[config.mk]
export PLATFORM = sky130hd
export DESIGN_NAME = spi_control_config
export DESIGN_NICKNAME = d
export VERILOG_FILES = /design/src/design/spi_cfg_pkg.sv /design/src/design/spi_control_config.sv
export SDC_FILE = /design/constraint.sdc
export NUM_CORES = 1
export LEC_CHECK = 0
export BUFFER_PORTS_ARGS = -buffer_cell sky130_fd_sc_hd__buf_4
export CAP_MARGIN = 10
export CORE_ASPECT_RATIO = 0.6
export CORE_MARGIN = 10
export CORE_UTILIZATION = 38
export DETAILED_ROUTE_END_ITERATION = 10
export SYNTH_ARGS = -nofsm -noshare
export SYNTH_HDL_FRONTEND = slang
export SYNTH_SLANG_ARGS = --single-unit
[constraint.sdc]
create_clock -name clk_i -period 4 [get_ports clk_i]
set_input_delay 0.4 -clock clk_i [delete_from_list [all_inputs] [get_ports clk_i]]
set_output_delay 0.4 -clock clk_i [all_outputs]
set_load 0.03 [all_outputs]
[src/design/spi_cfg_pkg.sv]
package spi_cfg_pkg;
    // Register map (byte addresses on the bus, byte address = index * 4)
    localparam logic [3:0]  ctrl_one_addr   = 4'h0;
    localparam logic [3:0]  ctrl_two_addr   = 4'h4;
    localparam logic [3:0]  data_addr       = 4'h8;
    localparam logic [3:0]  status_addr     = 4'hc;
    // Control one field positions
    localparam int          clk_rel_bit     = 12;
    localparam int          dout_rel_bit    = 11;
    localparam int          word16_bit      = 10;
    localparam int          sample_phase_bit = 9;
    localparam int          edge_bit        = 8;
    localparam int          ss_en_bit       = 7;
    localparam int          cpol_bit        = 6;
    localparam int          master_bit      = 5;
    localparam int          spre_lsb        = 2;
    localparam int          ppre_lsb        = 0;
    localparam logic [15:0] ctrl_one_mask   = 16'h1fff;
    localparam logic [15:0] ctrl_one_reset  = 16'h0000;
    // Control two: bit 15 port enable, bit 1 framed mode enable
    localparam int          port_en_bit     = 15;
    localparam int          framed_bit      = 1;
    localparam logic [15:0] ctrl_two_mask   = 16'h8002;
    localparam logic [15:0] ctrl_two_reset  = 16'h0000;
    // Status: bit 1 busy, bit 0 receive data ready
    localparam int          busy_bit        = 1;
    localparam int          rx_ready_bit    = 0;
endpackage

[src/design/spi_control_config.sv]
// Added by the designer: the Wishbone slave port and the register offsets.
`timescale 1ns/1ps
// Operation
// Master with clock release set stops the clock; clock pin goes to general I/O.
// Data-out release set leaves the serial output pin undriven by the port.
// Word-width select 1 shifts sixteen bits per transfer.
// Word-width select 0 shifts eight bits per transfer.
// Master samples input at end of output time if phase 1, middle if 0.
// Software keeps sample phase cleared in slave role.
// Edge bit 1 changes output on active-to-idle; 0 on idle-to-active.
// Slave-select enable 1 uses the select pin in slave role; 0 ignores it.
// Polarity 1 idles the clock high; polarity 0 idles it low.
// Master enable 1 makes the port master generating the clock; 0 slave.
// Software clears the edge bit whenever framed mode is enabled.
// Software clears slave-select enable whenever framed mode is enabled.
// Software never sets both prescalers to one-to-one together.
// Master clock equals system clock over product of both prescale ratios; the code divides by twice that product.
module spi_control_config (
    input  wire logic        clk_i,          // System clock
    input  wire logic        rst_i,          // Synchronous reset, high
    input  wire logic        wb_cyc_i,       // Wishbone cycle
    input  wire logic        wb_stb_i,       // Wishbone strobe
    input  wire logic        wb_we_i,        // Wishbone write enable
    input  wire logic [3:0]  wb_adr_i,       // Byte address
    input  wire logic [3:0]  wb_sel_i,       // Byte selects
    input  wire logic [31:0] wb_dat_i,       // Write data
    output logic      [31:0] wb_dat_o,       // Read data
    output logic             wb_ack_o,       // Acknowledge
    input  wire logic        sck_i,          // Serial clock pin in
    output logic             sck_o,          // Serial clock pin out
    output logic             sck_oe_n_o,     // Clock pin drive, low drives
    input  wire logic        sdi_i,          // Serial data in
    output logic             sdo_o,          // Serial data out
    output logic             sdo_oe_n_o,     // Data pin drive, low drives
    input  wire logic        ss_n_i          // Slave select, low active
);
    logic [15:0] ctrl1_reg, ctrl1_next, ctrl2_reg, ctrl2_next;
    logic [15:0] tx_reg, tx_next, rx_reg, rx_next, shift_reg, shift_next;
    logic [15:0] in_reg, in_next;
    logic        ack_reg, ack_next, rdy_reg, rdy_next, busy_reg, busy_next;
    logic [4:0]  bits_reg, bits_next;
    logic [9:0]  div_reg, div_next;
    logic        sclk_reg, sclk_next, sdo_reg, sdo_next, start_reg, start_next;
    logic [31:0] rdat_reg, rdat_next;
    logic [2:0]  sck_s, ss_s, sdi_s;

    // Ratio decode used for the primary prescaler
    function automatic logic [3:0] ppre_ratio(input logic [1:0] f);
        case (f)
            2'h0:    ppre_ratio = 4'h8;   // 64:1 expressed as 8*8 below
            2'h1:    ppre_ratio = 4'h4;
            2'h2:    ppre_ratio = 4'h2;
            default: ppre_ratio = 4'h1;
        endcase
    endfunction

    wire master   = ctrl1_reg[spi_cfg_pkg::master_bit];
    wire cpol     = ctrl1_reg[spi_cfg_pkg::cpol_bit];
    wire cke      = ctrl1_reg[spi_cfg_pkg::edge_bit];
    wire sample_phase = ctrl1_reg[spi_cfg_pkg::sample_phase_bit];
    wire word16   = ctrl1_reg[spi_cfg_pkg::word16_bit];
    wire ss_en    = ctrl1_reg[spi_cfg_pkg::ss_en_bit];
    wire clk_rel  = ctrl1_reg[spi_cfg_pkg::clk_rel_bit];
    wire dout_rel = ctrl1_reg[spi_cfg_pkg::dout_rel_bit];
    wire en       = ctrl2_reg[spi_cfg_pkg::port_en_bit];
    wire [2:0] spre = ctrl1_reg[spi_cfg_pkg::spre_lsb +: 3];
    wire [1:0] ppre = ctrl1_reg[spi_cfg_pkg::ppre_lsb +: 2];
    // Primary 64/16/4/1 = square of the decode; secondary 8..1 = 8 - field
    wire [3:0] pr   = ppre_ratio(ppre);
    wire [7:0] prim = 8'(pr * pr);
    wire [3:0] sec  = 4'h8 - {1'b0, spre};
    // Ten bits: the slowest setting, 64 x 8, does not fit in nine
    wire [9:0] half = 10'(prim * sec);
    wire [4:0] nbits = word16 ? 5'h10 : 5'h08;
    // Master edge decode: the leading edge leaves the idle level
    wire lead        = sclk_reg == cpol;
    wire last_bit    = bits_reg == 5'h1;
    wire first_half  = bits_reg == nbits;
    wire change_edge = cke ? ~lead : lead;
    // End of output time is the next changing edge; last bit ends on the closing edge
    wire take_bit    = sample_phase ? (cke ? ~lead : (lead ? ~first_half : last_bit))
                                    : ~change_edge;

    // Two-stage synchronisers; edges taken from stages two and three
    always_ff @(posedge clk_i) begin
        if (rst_i) begin
            sck_s <= 3'h0;
            ss_s  <= 3'h7;
            sdi_s <= 3'h0;
        end else begin
            sck_s <= {sck_s[1:0], sck_i};
            ss_s  <= {ss_s[1:0], ss_n_i};
            sdi_s <= {sdi_s[1:0], sdi_i};
        end
    end
    wire s_rise = sck_s[1] & ~sck_s[2];
    wire s_fall = ~sck_s[1] & sck_s[2];
    // Leading edge leaves idle level; trailing returns to it
    wire s_lead  = cpol ? s_fall : s_rise;
    wire s_trail = cpol ? s_rise : s_fall;
    wire ss_ok   = ~ss_en | ~ss_s[1];

    wire acc  = wb_cyc_i & wb_stb_i & ~ack_reg;
    wire wr   = acc & wb_we_i;
    wire [15:0] wmask = {{8{wb_sel_i[1]}}, {8{wb_sel_i[0]}}};

    always_comb begin
        ctrl1_next = ctrl1_reg;
        ctrl2_next = ctrl2_reg;
        tx_next    = tx_reg;
        rx_next    = rx_reg;
        rdy_next   = rdy_reg;
        start_next = 1'b0;
        ack_next   = acc;
        rdat_next  = 32'h0;
        if (wr) begin
            case (wb_adr_i)
                spi_cfg_pkg::ctrl_one_addr: ctrl1_next = ((wb_dat_i[15:0] & wmask) |
                    (ctrl1_reg & ~wmask)) & spi_cfg_pkg::ctrl_one_mask;
                spi_cfg_pkg::ctrl_two_addr: ctrl2_next = ((wb_dat_i[15:0] & wmask) |
                    (ctrl2_reg & ~wmask)) & spi_cfg_pkg::ctrl_two_mask;
                spi_cfg_pkg::data_addr: begin
                    tx_next    = (wb_dat_i[15:0] & wmask) | (tx_reg & ~wmask);
                    start_next = 1'b1;
                end
                default: ;
            endcase
        end else if (acc) begin
            case (wb_adr_i)
                spi_cfg_pkg::ctrl_one_addr: rdat_next = {16'h0, ctrl1_reg};
                spi_cfg_pkg::ctrl_two_addr: rdat_next = {16'h0, ctrl2_reg};
                spi_cfg_pkg::data_addr: begin
                    rdat_next = {16'h0, rx_reg};
                    rdy_next  = 1'b0;
                end
                spi_cfg_pkg::status_addr: rdat_next = {30'h0, busy_reg, rdy_reg};
                default: ;
            endcase
        end
        // Shift engine
        busy_next  = busy_reg;
        bits_next  = bits_reg;
        div_next   = div_reg;
        sclk_next  = sclk_reg;
        sdo_next   = sdo_reg;
        shift_next = shift_reg;
        in_next    = in_reg;
        if (!en) begin
            busy_next = 1'b0;
            sclk_next = cpol;
        end else if (master) begin
            if (clk_rel) begin
                // Release cuts any frame short and parks the clock
                busy_next = 1'b0;
                sclk_next = cpol;
            end else if (!busy_reg) begin
                sclk_next = cpol;
                if (start_reg) begin
                    busy_next  = 1'b1;
                    bits_next  = nbits;
                    div_next   = half;
                    in_next    = 16'h0;
                    shift_next = word16 ? tx_reg : {tx_reg[7:0], 8'h0};
                    // First bit stands before the first edge in both edge modes
                    sdo_next   = word16 ? tx_reg[15] : tx_reg[7];
                end
            end else if (div_reg > 10'h1) begin
                div_next = div_reg - 10'h1;
            end else begin
                div_next  = half;
                sclk_next = ~sclk_reg;
                if (change_edge && !(cke ? last_bit : first_half)) begin
                    shift_next = {shift_reg[14:0], 1'b0};
                    sdo_next   = shift_reg[14];
                end
                if (take_bit)
                    in_next = {in_reg[14:0], sdi_s[1]};
                if (!lead) begin
                    bits_next = bits_reg - 5'h1;
                    if (last_bit) begin
                        busy_next = 1'b0;
                        rx_next   = take_bit ? {in_reg[14:0], sdi_s[1]} : in_reg;
                        rdy_next  = 1'b1;
                    end
                end
            end
        end else begin
            // Slave role: sample on the edge opposite to the changing edge
            if (!busy_reg && start_reg) begin
                shift_next = word16 ? tx_reg : {tx_reg[7:0], 8'h0};
                sdo_next   = word16 ? tx_reg[15] : tx_reg[7];
                bits_next  = nbits;
                busy_next  = 1'b1;
            end else if (busy_reg && ss_ok) begin
                if (cke ? s_lead : s_trail)
                    shift_next = {shift_reg[14:0], sdi_s[1]};
                if (cke ? s_trail : s_lead) begin
                    sdo_next = shift_reg[15];
                end
                if (s_trail) begin
                    bits_next = bits_reg - 5'h1;
                    if (bits_reg == 5'h1) begin
                        busy_next = 1'b0;
                        rx_next   = cke ? shift_reg : {shift_reg[14:0], sdi_s[1]};
                        rdy_next  = 1'b1;
                    end
                end
            end
        end
    end

    always_ff @(posedge clk_i) begin
        if (rst_i) begin
            ctrl1_reg <= spi_cfg_pkg::ctrl_one_reset;
            ctrl2_reg <= spi_cfg_pkg::ctrl_two_reset;
            tx_reg    <= 16'h0;
            rx_reg    <= 16'h0;
            shift_reg <= 16'h0;
            in_reg    <= 16'h0;
            ack_reg   <= 1'b0;
            rdy_reg   <= 1'b0;
            busy_reg  <= 1'b0;
            bits_reg  <= 5'h0;
            div_reg   <= 10'h0;
            sclk_reg  <= 1'b0;
            sdo_reg   <= 1'b0;
            start_reg <= 1'b0;
            rdat_reg  <= 32'h0;
        end else begin
            ctrl1_reg <= ctrl1_next;
            ctrl2_reg <= ctrl2_next;
            tx_reg    <= tx_next;
            rx_reg    <= rx_next;
            shift_reg <= shift_next;
            in_reg    <= in_next;
            ack_reg   <= ack_next;
            rdy_reg   <= rdy_next;
            busy_reg  <= busy_next;
            bits_reg  <= bits_next;
            div_reg   <= div_next;
            sclk_reg  <= sclk_next;
            sdo_reg   <= sdo_next;
            start_reg <= start_next;
            rdat_reg  <= rdat_next;
        end
    end

    assign wb_ack_o   = ack_reg;
    assign wb_dat_o   = rdat_reg;
    assign sck_o      = sclk_reg;
    // Clock pin driven only as an enabled master without release
    assign sck_oe_n_o = ~(en & master & ~clk_rel);
    assign sdo_o      = sdo_reg;
    assign sdo_oe_n_o = ~(en & ~dout_rel);
endmodule

==> results of run 1 <==
==> power by group <==
group / leakage [nW] / internal (mW) / total [mW] / switching [mW]
logic: 1.60 / 0.0517 / 0.148 / 0.0965
registers: 0.992 / 1.23 / 1.23 / 0.00356
clock network: 0.295 / 1.06 / 1.66 / 0.600
total: 2.88 / 2.34 / 3.04 / 0.700
==> worst max-delay path by stage <==
stage               start                       to  slack (ns)  depth (start not counted)
floorplan            flop  div_reg[9]$_SDFFE_PP0P_        0.84                         15
global placement     flop  div_reg[9]$_SDFFE_PP0P_        0.55                         15
detailed placement   flop  div_reg[9]$_SDFFE_PP0P_        0.47                         15
CTS                  flop  div_reg[9]$_SDFFE_PP0P_        0.43                         15
global route         flop  div_reg[9]$_SDFFE_PP0P_        0.20                         15
finish               flop  div_reg[9]$_SDFFE_PP0P_        0.43                         15
==> kinds of logic (layout without fill, tap and decap cells) <==
| kind of cell | Yosys count | after routing | share of synthesized area |
|---|---|---|---|
| DFF | 123 | 123 | 0.371 |
| AOI/OAI and AO/OA | 163 | 163 | 0.175 |
| other | 2 | 26 | 0.00113 |
| buffers and inverters | 93 | 122 | 0.0650 |
| muxes | 64 | 64 | 0.0967 |
| adders and majority gates | 25 | 25 | 0.0573 |
| and+or+nand+nor | 293 | 293 | 0.221 |
| xor gates and xnor gates | 10 | 10 | 0.0132 |
==> worst max-delay path, stage by stage, from the launching register on <==
cell and delay, ns:
dfxtp_1 0.52, inv_1 0.11, ha_1 0.22, xor2_1 0.19
nor2b_1 0.15, ha_1 0.14, inv_1 0.06, fa_1 0.52
inv_1 0.07, fa_1 0.46, a21o_1 0.18, a21oi_1 0.21
o21bai_1 0.09, a21oi_1 0.17, xnor2_1 0.12, a221oi_1 0.29
==> cell usage in the layout (no fill, tap or decap), types with 4 or more instances in the layout <==
| cell type | Yosys | routed |
|---|---|---|
| a21o_1 | 4 | 4 |
| a21oi_1 | 39 | 39 |
| a22oi_1 | 19 | 19 |
| a311oi_1 | 5 | 5 |
| and2_1 | 6 | 6 |
| and3_1 | 6 | 6 |
| buf_4 | 16 | 64 |
| bufinv_16 | 0 | 4 |
| clkbuf_16 | 0 | 17 |
| clkinvlp_4 | 0 | 5 |
| conb_1 | 2 | 26 |
| dfxtp_1 | 123 | 123 |
| fa_1 | 9 | 9 |
| ha_1 | 16 | 16 |
| inv_1 | 26 | 26 |
| mux2i_1 | 63 | 63 |
| nand2_1 | 77 | 77 |
| nand2b_1 | 8 | 8 |
| nand3_1 | 30 | 30 |
| nand3b_1 | 23 | 23 |
| nor2_1 | 77 | 77 |
| nor2b_1 | 14 | 14 |
| nor3_1 | 11 | 11 |
| o211ai_1 | 7 | 7 |
| o211ai_2 | 10 | 10 |
| o21ai_0 | 42 | 42 |
| or2_2 | 5 | 5 |
| or3_1 | 17 | 17 |
| xnor2_1 | 6 | 6 |
| xor2_1 | 4 | 4 |
==> final cells by class <==
| class | count | area share |
|---|---|---|
| well taps | 234 | 0.0374 |
| repair buffers | 64 | 0.0614 |
| multi-input cells | 581 | 0.493 |
| clock buffers | 18 | 0.0561 |
| flip-flops and latches | 123 | 0.315 |
| clock inverters | 14 | 0.0248 |
| inverters | 26 | 0.0125 |
==> layer usage <==
layer,global-route usage,up-vias,part of all wire
met5,0,-,0
met2,0.206,152,0.37
met4,0.0436,0,0.0084
met1,0.249,2602,0.55
li1,-,2785,-
met3,0.0479,13,0.074
==> stage by stage <==
stage                     hold WS (ns)   util  std cells  area (um^2)  power (mW)
after global placement           0.395  0.420       1028         7190        1.40
after detailed placement         0.402  0.420       1028         7190        1.40
after CTS                        0.165  0.457       1060         7820        3.06
after global routing             0.177  0.457       1060         7820        3.13
after floorplan                  0.389      -        797         6730        1.37
final                            0.175  0.457       1060         7820        3.04
==> synthesized netlist by cell type (17+ instances only) <==
| master | n |
|---|---|
| a21oi_1 | 39 |
| a22oi_1 | 19 |
| clkbuf_1 | 39 |
| dfxtp_1 | 123 |
| inv_1 | 26 |
| mux2i_1 | 63 |
| nand2_1 | 77 |
| nand3_1 | 30 |
| nand3b_1 | 23 |
| nor2_1 | 77 |
| o21ai_0 | 42 |
| or3_1 | 17 |
==> out/summary.txt, run 1 <==
First-pass DRT Iterations - 5
Syn Inst Count - 773
Drt wl/cell - 17.4 um
Final setup fails - 0
Max cap viols - 0
CTS max path bufs - 2
Min-Delay Endpoint - ss_s[0]$_SDFF_PP1_
Yosys cell types - 63
Leak - 2.88 nW
# Post-CTS Setup Buffers - 0
Initial antenna violation count - 0
DR iter-0 viols - 422
Clock skew - 0.0113 ns
Layout overhead on the synthesized area - 17.8%
PwrDens - 389 mW/mm^2
Relative slew margins - 0.255
TritonCTS Sinks - 123
Post-synthesis register bit count - 123
Layout cells sized above 1 - 0.156
Skew-Pair Late Insertion Delay - 0.42 ns
Clock transition at path regs - 0.06 ns
Root Buffer - clkbuf_16
Post-Route WL - 18.4 mm
Synthesized cell area - 0.00664 mm^2
DP Worst Slack - 0.474 ns
First-pass GRT wire length - 30.0 mm
# IOs - 85
Sequential fraction of the synthesis area - 0.371
Vias in the first global route - 5,250
Register Area - 0.00246 mm^2
Min Tclk post-route - 3.57 ns
Startpoint Class - flop
Asr flop ratio synth - 0
Post-synth EDFFs - 0
Via count - 5,552
Final Slew Violations - 0
Achievable clock frequency - 280 MHz
IO buf count - 50
Endpoints failing hold - 0
CP Data Required Time - 4.33 ns
Residual DRC - 0
Fillcell total - 1,709
Area of the multi-input gates - 0.00386 mm^2
Via density - 5.24
Worst hold start - ss_n_i
VDD IR max - 0.301 mV
Mean post-synth cell area - 8.59 um^2
GP Congestion - 0.838
Worst Hold Path Cells - 2
Type of the most critical hold path - in2reg
Final ANT Viol Nets - 0
Status - finished clean
Number of CTS-inserted buffers - 17
Crit path DAT - 3.90 ns
R2r endpoint - div_reg[9]$_SDFFE_PP0P_
Global route total overflow - 0
Crit-path max FO - 7
Top_reg_cell synth - dfxtp_1
Top cell type's share of synthesized area - 0.371
Post-synth top area cell - dfxtp_1
Clock tree from TritonCTS - done
Worst setup EP type - flop
Worst Tran Pin Value - 1.11 ns
Top cells by area, synth - dfxtp_1 37%, mux2i_1 9.5%, nand2_1 4.4%, nor2_1 4.4%, o21ai_0 3.2%
Die footprint - 0.0233 mm^2
YS warnings - 0
GRT Overall Usage - 0.161
Hold_buf cts - 0
Largest net degree at the start of global routing - 68
Ant. Diodes - 0
Die width - 191 um
Htree depth - 4
CP Class - reg2reg
Die Ht - 122 um
Resized Gates After CTS - 0
Final setup TNS - 0 ns
Rows - 37
Core area - 0.0171 mm^2
Initial Utilization - 0.388
FF-to-FF path depth - 15
Tcrit/Tclk final - 0.892
Final worst setup slack - 0.432 ns
Reg2Reg Setup Slack - 0.43 ns
Layout net count - 886
RSZ-0062 raised after global routing - false
Dpl hpwl - 13.5 mm
Power figures use the tool's default switching activity.
==> inputs of run 2 (changes only) <==
--- a/config.mk
+++ b/config.mk
@@ -7,10 +7,13 @@
 export LEC_CHECK = 0
 export BUFFER_PORTS_ARGS = -buffer_cell sky130_fd_sc_hd__buf_4
 export CAP_MARGIN = 10
+export CELL_PAD_IN_SITES_DETAIL_PLACEMENT = 1
+export CELL_PAD_IN_SITES_GLOBAL_PLACEMENT = 2
 export CORE_ASPECT_RATIO = 0.6
 export CORE_MARGIN = 10
-export CORE_UTILIZATION = 38
+export CORE_UTILIZATION = 35
 export DETAILED_ROUTE_END_ITERATION = 10
+export PLACE_DENSITY = 0.83
 export SYNTH_ARGS = -nofsm -noshare
 export SYNTH_HDL_FRONTEND = slang
 export SYNTH_SLANG_ARGS = --single-unit
==> run 2 against run 1 <==
Compared with the run above:
- combinational power barely moved
- non-clock buffer count fell by 2
- die area rose by 7.4%
- global-route usage rose by 0.65 points
- first-iteration DRC count rose by 3.6%
- sequential power barely moved
- register-to-register slack got worse by 0.14 ns
- core utilization fell by 2.9 points
- worst hold slack got worse by 0.012 ns
- sequential share of layout area fell by 0.14 points
- largest power group unchanged
- highest routed layer unchanged
==> out/summary.txt, run 2 (same netlist as run 1, synthesis figures left out) <==
VDD IR max - 0.298 mV (-0.99%)
Most frequent cells in the layout - 123 x dfxtp_1, 77 x nor2_1, 77 x nand2_1
Type of the most critical hold path - in2reg
CP Data Required Time - 4.33 ns (about the same)
First-pass GRT wire length - 33.2 mm (+11%)
Via count - 5,685 (+2.4%)
Post-Route WL - 20.9 mm (+13%)
IO buf count - 50 (unchanged)
Resized Gates After CTS - 0 (unchanged)
Tcrit/Tclk final - 0.927 (+0.0346)
Skew-Pair Late Insertion Delay - 0.42 ns (about the same)
Crit-path max FO - 7 (unchanged)
# IOs - 85 (unchanged)
Top cell by count, worst path - inv_1
Crit path max-delay family - adder cells
Ant. Diodes - 0 (unchanged)
# Post-CTS Setup Buffers - 0 (unchanged)
PwrDens - 401 mW/mm^2 (+3.1%)
CP max stage cell - fa_1
Area of the multi-input gates - 0.00386 mm^2 (+0.16%)
CTS max path bufs - 2 (unchanged)
Layout net count - 884 (-0.23%)
Layout overhead on the synthesized area - 18.4%
Final ANT Viol Nets - 0 (unchanged)
Vias in the first global route - 5,870 (+12%)
Final setup fails - 0 (unchanged)
CP Class - reg2reg
Residual DRC - 0 (unchanged)
DP Worst Slack - 0.257 ns (-0.217 ns)
Via density - 5.35 (+2.1%)
Hold_ws - 0.163 ns (-0.0116 ns)
Relative slew margins - 0.289 (+0.0340)
Layout cells sized above 1 - 0.153 (-0.00308)
Die width - 198 um (+3.8%)
Final Slew Violations - 0 (unchanged)
Clock transition at path regs - 0.06 ns (about the same)
Hold_buf cts - 0 (unchanged)
Global route total overflow - 0 (unchanged)
Die footprint - 0.0251 mm^2 (+7.4%)
Initial Utilization - 0.362 (-0.0258)
Crit path DAT - 4.03 ns (+0.13 ns)
Placed cells - 1,032 (+0.39%)
Worst-path cell chain - inv_1 > ha_1 > xor2_1 > nor2b_1 > ha_1 > inv_1 > fa_1 > inv_1 > fa_1 > a21o_1 > a21oi_1 > o21bai_1 > a21oi_1 > xnor2_1 > a221oi_1
RSZ-0062 raised after global routing - false
Crit path largest cell delay - 0.53 ns (about the same)
Reg2Reg Setup Slack - 0.29 ns (-0.14 ns)
Clock skew - 0.00943 ns (-0.00185 ns)
Worst Tran Pin Value - 1.06 ns (-0.0509 ns)
Initial antenna violation count - 0 (unchanged)
Fillcell total - 2,144 (+25%)
Die Ht - 127 um (+3.5%)
Drt wl/cell - 19.7 um (+13%)
Final setup TNS - 0 ns (unchanged)
Clock tree from TritonCTS - done
Root Buffer - clkbuf_16
Register Area - 0.00246 mm^2 (unchanged)
Startpoint Class - flop
Rows - 38 (+2.7%)
Number of CTS-inserted buffers - 17 (unchanged)
TritonCTS Sinks - 123 (unchanged)
First-pass DRT Iterations - 5 (unchanged)
Non-Filler Instances - 1,063 (+0.28%)
DR iter-0 viols - 437 (+3.6%)
Commonest non-fill, non-tap cell in the layout - dfxtp_1
Final worst setup slack - 0.294 ns (-0.138 ns)
Max cap viols - 0 (unchanged)
Worst setup EP type - flop
GRT Overall Usage - 0.168 (+0.00652)
Endpoints failing hold - 0 (unchanged)
GP Congestion - 0.817 (-2.5%)
Leak - 2.90 nW (+0.57%)
Achievable clock frequency - 270 MHz (-3.7%)
Crit path buffers/inverters - 3 (unchanged)
Htree depth - 4 (unchanged)
Largest net degree at the start of global routing - 58 (-15%)
Status - finished clean
Core area - 0.0184 mm^2 (+7.1%)
Dpl hpwl - 15.8 mm (+17%)
Min Tclk post-route - 3.71 ns (+0.138 ns)
## run 2: worst paths after layout
check | start | end | depth (start not counted)
hold / removal | ss_n_i | ss_s[0]$_SDFF_PP1_ | 2
setup / recovery | flop | div_reg[9]$_SDFFE_PP0P_ | 15
hold reg to reg | ss_s[0]$_SDFF_PP1_ | ss_s[1]$_SDFF_PP1_ | 1
setup reg to reg | flop | div_reg[9]$_SDFFE_PP0P_ | 15
## run 2: area by class of cell
cell class / count / area share
clock inverter: 13 / 0.0306
sequential: 123 / 0.313
multi-input combinational: 581 / 0.492
inverter: 26 / 0.0124
timing repair buffer: 62 / 0.0592
clock buffer: 18 / 0.0546
tap: 240 / 0.0382
## run 2: worst register-to-register path, stage by stage (launching register included)
cell and delay, ns:
dfxtp_1 0.51, inv_1 0.11, ha_1 0.24, xor2_1 0.20
nor2b_1 0.17, ha_1 0.15, inv_1 0.05, fa_1 0.53
inv_1 0.07, fa_1 0.47, a21o_1 0.17, a21oi_1 0.25
o21bai_1 0.11, a21oi_1 0.21, xnor2_1 0.10, a221oi_1 0.28
## run 2: per-stage QoR
stage               total power, mW   util  cell area, um^2
finish                         3.15  0.428             7860
CTS                            3.17  0.428             7860
global placement               1.40  0.392             7190
global route                   3.25  0.428             7860
detailed placement             1.41  0.392             7190
floorplan                      1.37      -             6730
## run 2: routing by layer
metal	routed length, um	GRT usage
met1	10800	0.243
met2	8830	0.244
met3	1030	0.0346
met4	255	0.0504
met5	0	0
## run 2: power breakdown
part | internal (mW) | switching (mW) | leakage, nW
combinational | 0.0519 | 0.0980 | 1.59
sequential | 1.23 | 0.00349 | 0.992
clock | 1.17 | 0.592 | 0.321
==> inputs of run 3 (changes only) <==
--- a/config.mk
+++ b/config.mk
@@ -14,6 +14,8 @@
 export CORE_UTILIZATION = 35
 export DETAILED_ROUTE_END_ITERATION = 10
 export PLACE_DENSITY = 0.83
+export REMOVE_ABC_BUFFERS = 1
+export SETUP_SLACK_MARGIN = 0.4
 export SYNTH_ARGS = -nofsm -noshare
 export SYNTH_HDL_FRONTEND = slang
 export SYNTH_SLANG_ARGS = --single-unit
==> run 3 against run 2 <==
Compared with the run above:
- sequential power hardly changed
- maximum frequency is 9.4% higher
- power is 5.7% lower
- register-to-register slack better by 0.32 ns
- worst setup slack better by 0.32 ns
- core utilization is 0.29 points lower
- non-clock buffer count stayed put
==> out/summary.txt, run 3 (same netlist as run 1, synthesis figures left out) <==
Status - finished clean
Initial antenna violation count - 0 (unchanged)
Design area - 0.00780 mm^2 (-0.68%)
Placed cells - 1,032 (unchanged)
Root Buffer - clkbuf_16
TritonCTS Sinks - 123 (unchanged)
Worst Tran Pin Value - 1.02 ns (-0.0384 ns)
Tot Pwr - 2.97 mW (-5.7%)
Startpoint Class - flop
CP Data Required Time - 4.33 ns (about the same)
First-pass DRT Iterations - 5 (unchanged)
Hold_ws - 0.165 ns (+0.00147 ns)
Residual DRC - 0 (unchanged)
Die Ht - 127 um (unchanged)
Skew-Pair Late Insertion Delay - 0.42 ns (about the same)
Worst setup EP type - flop
Layout cells sized above 1 - 0.158 (+0.00486)
Tcrit/Tclk final - 0.847 (-0.0800)
Commonest non-fill, non-tap cell in the layout - dfxtp_1
Endpoints failing hold - 0 (unchanged)
RSZ-0062 raised after global routing - false
Clock transition at path regs - 0.06 ns (about the same)
Most frequent cells in the layout - 122 x dfxtp_1, 77 x nor2_1, 77 x nand2_1
Vias in the first global route - 5,997 (+2.2%)
Final Slew Violations - 0 (unchanged)
PwrDens - 380 mW/mm^2 (-5.0%)
Placed Instance Area - 0.00718 mm^2 (about the same)
Worst hold start - ss_n_i
VDD IR max - 0.308 mV (+3.3%)
Relative slew margins - 0.315 (+0.0257)
Clock tree from TritonCTS - done
Rows - 38 (unchanged)
DR iter-0 viols - 326 (-25%)
Htree depth - 4 (unchanged)
Fin util - 0.425 (-0.00293)
Leak - 2.86 nW (-1.3%)
Largest net degree at the start of global routing - 53 (-8.6%)
Dpl hpwl - 15.3 mm (-3.0%)
CTS max path bufs - 2 (unchanged)
Type of the most critical hold path - in2reg
Layout overhead on the synthesized area - 17.5%
GRT Overall Usage - 0.166 (-0.00154)
Achievable clock frequency - 295 MHz (+9.4%)
Final ANT Viol Nets - 0 (unchanged)
Reg2Reg Setup Slack - 0.61 ns (+0.32 ns)
Max cap viols - 0 (unchanged)
IO buf count - 50 (unchanged)
Crit-path max FO - 9 (+2)
Crit path DAT - 3.72 ns (-0.31 ns)
Non-Filler Instances - 1,064 (+0.094%)
First-pass GRT wire length - 33.2 mm (about the same)
Die footprint - 0.0251 mm^2 (unchanged)
# Post-CTS Setup Buffers - 0 (unchanged)
Post-Route WL - 20.8 mm (-0.50%)
Hold_buf cts - 0 (unchanged)
Min Tclk post-route - 3.39 ns (-0.320 ns)
Initial Utilization - 0.362 (unchanged)
Via count - 5,748 (+1.1%)
CP Class - reg2reg
Core area - 0.0184 mm^2 (unchanged)
Die width - 198 um (unchanged)
# IOs - 85 (unchanged)
Drt wl/cell - 19.6 um (-0.59%)
Via density - 5.40 (+1.0%)
Layout net count - 884 (unchanged)
Global route total overflow - 0 (unchanged)
Clock skew - 0.0101 ns (+0.000652 ns)
GP Congestion - 0.816 (-0.13%)
Final setup fails - 0 (unchanged)
Number of CTS-inserted buffers - 17 (unchanged)
run 3: worst paths after layout:
kind | end | cells after the start
setup / recovery | div_reg[9]$_SDFFE_PP0P_ | 12
hold / removal | ss_s[0]$_SDFF_PP1_ | 2
hold reg to reg | ss_s[1]$_SDFF_PP1_ | 1
setup reg to reg | div_reg[9]$_SDFFE_PP0P_ | 12
run 3: repair_timing:
action,CTS,global route
resized for setup,2,3
pin swaps,0,2
endpoints found under the setup margin,1,2
run 3: critical path: stages, from the launching register on:
cell and delay (ns):
dfxtp_1 0.50, nor2b_1 0.30, nand2_1 0.13, fa_1 0.53, fa_1 0.48, inv_1 0.07
ha_1 0.26, a21o_1 0.21, a21oi_2 0.19, o21bai_1 0.11, a21oi_2 0.15, xnor2_1 0.11
a221oi_2 0.25
run 3: routing by layer:
| metal | track usage | wire length (um) |
|---|---|---|
| met5 | 0 | 0 |
| met4 | 0.0446 | 212 |
| met3 | 0.0354 | 965 |
| met2 | 0.260 | 9380 |
| met1 | 0.227 | 10300 |
run 3: metrics by stage:
step / TNS, ns / setup slack, ns
2_1_floorplan: -8.14 / -0.294
3_3_place_gp: 0 / 0.597
3_5_place_dp: 0 / 0.413
4_1_cts: 0 / 0.478
5_1_grt: 0 / 0.424
6_report: 0 / 0.614
run 3: report_power, final:
part           switching [mW]  leakage, nW  internal, mW
registers             0.00309        0.992          1.23
clock network           0.601        0.283         0.980
logic                   0.102         1.59        0.0526
total                   0.707         2.86          2.26
run 3: layout make-up:
class / instances / area (um^2)
fill: 2146 / 10500
multi-input combinational: 581 / 3870
sequential: 123 / 2460
timing repair buffer: 62 / 465
clock buffer: 18 / 429
tap: 240 / 300
clock inverter: 13 / 170
inverter: 26 / 97.6
antenna: 1 / 2.50
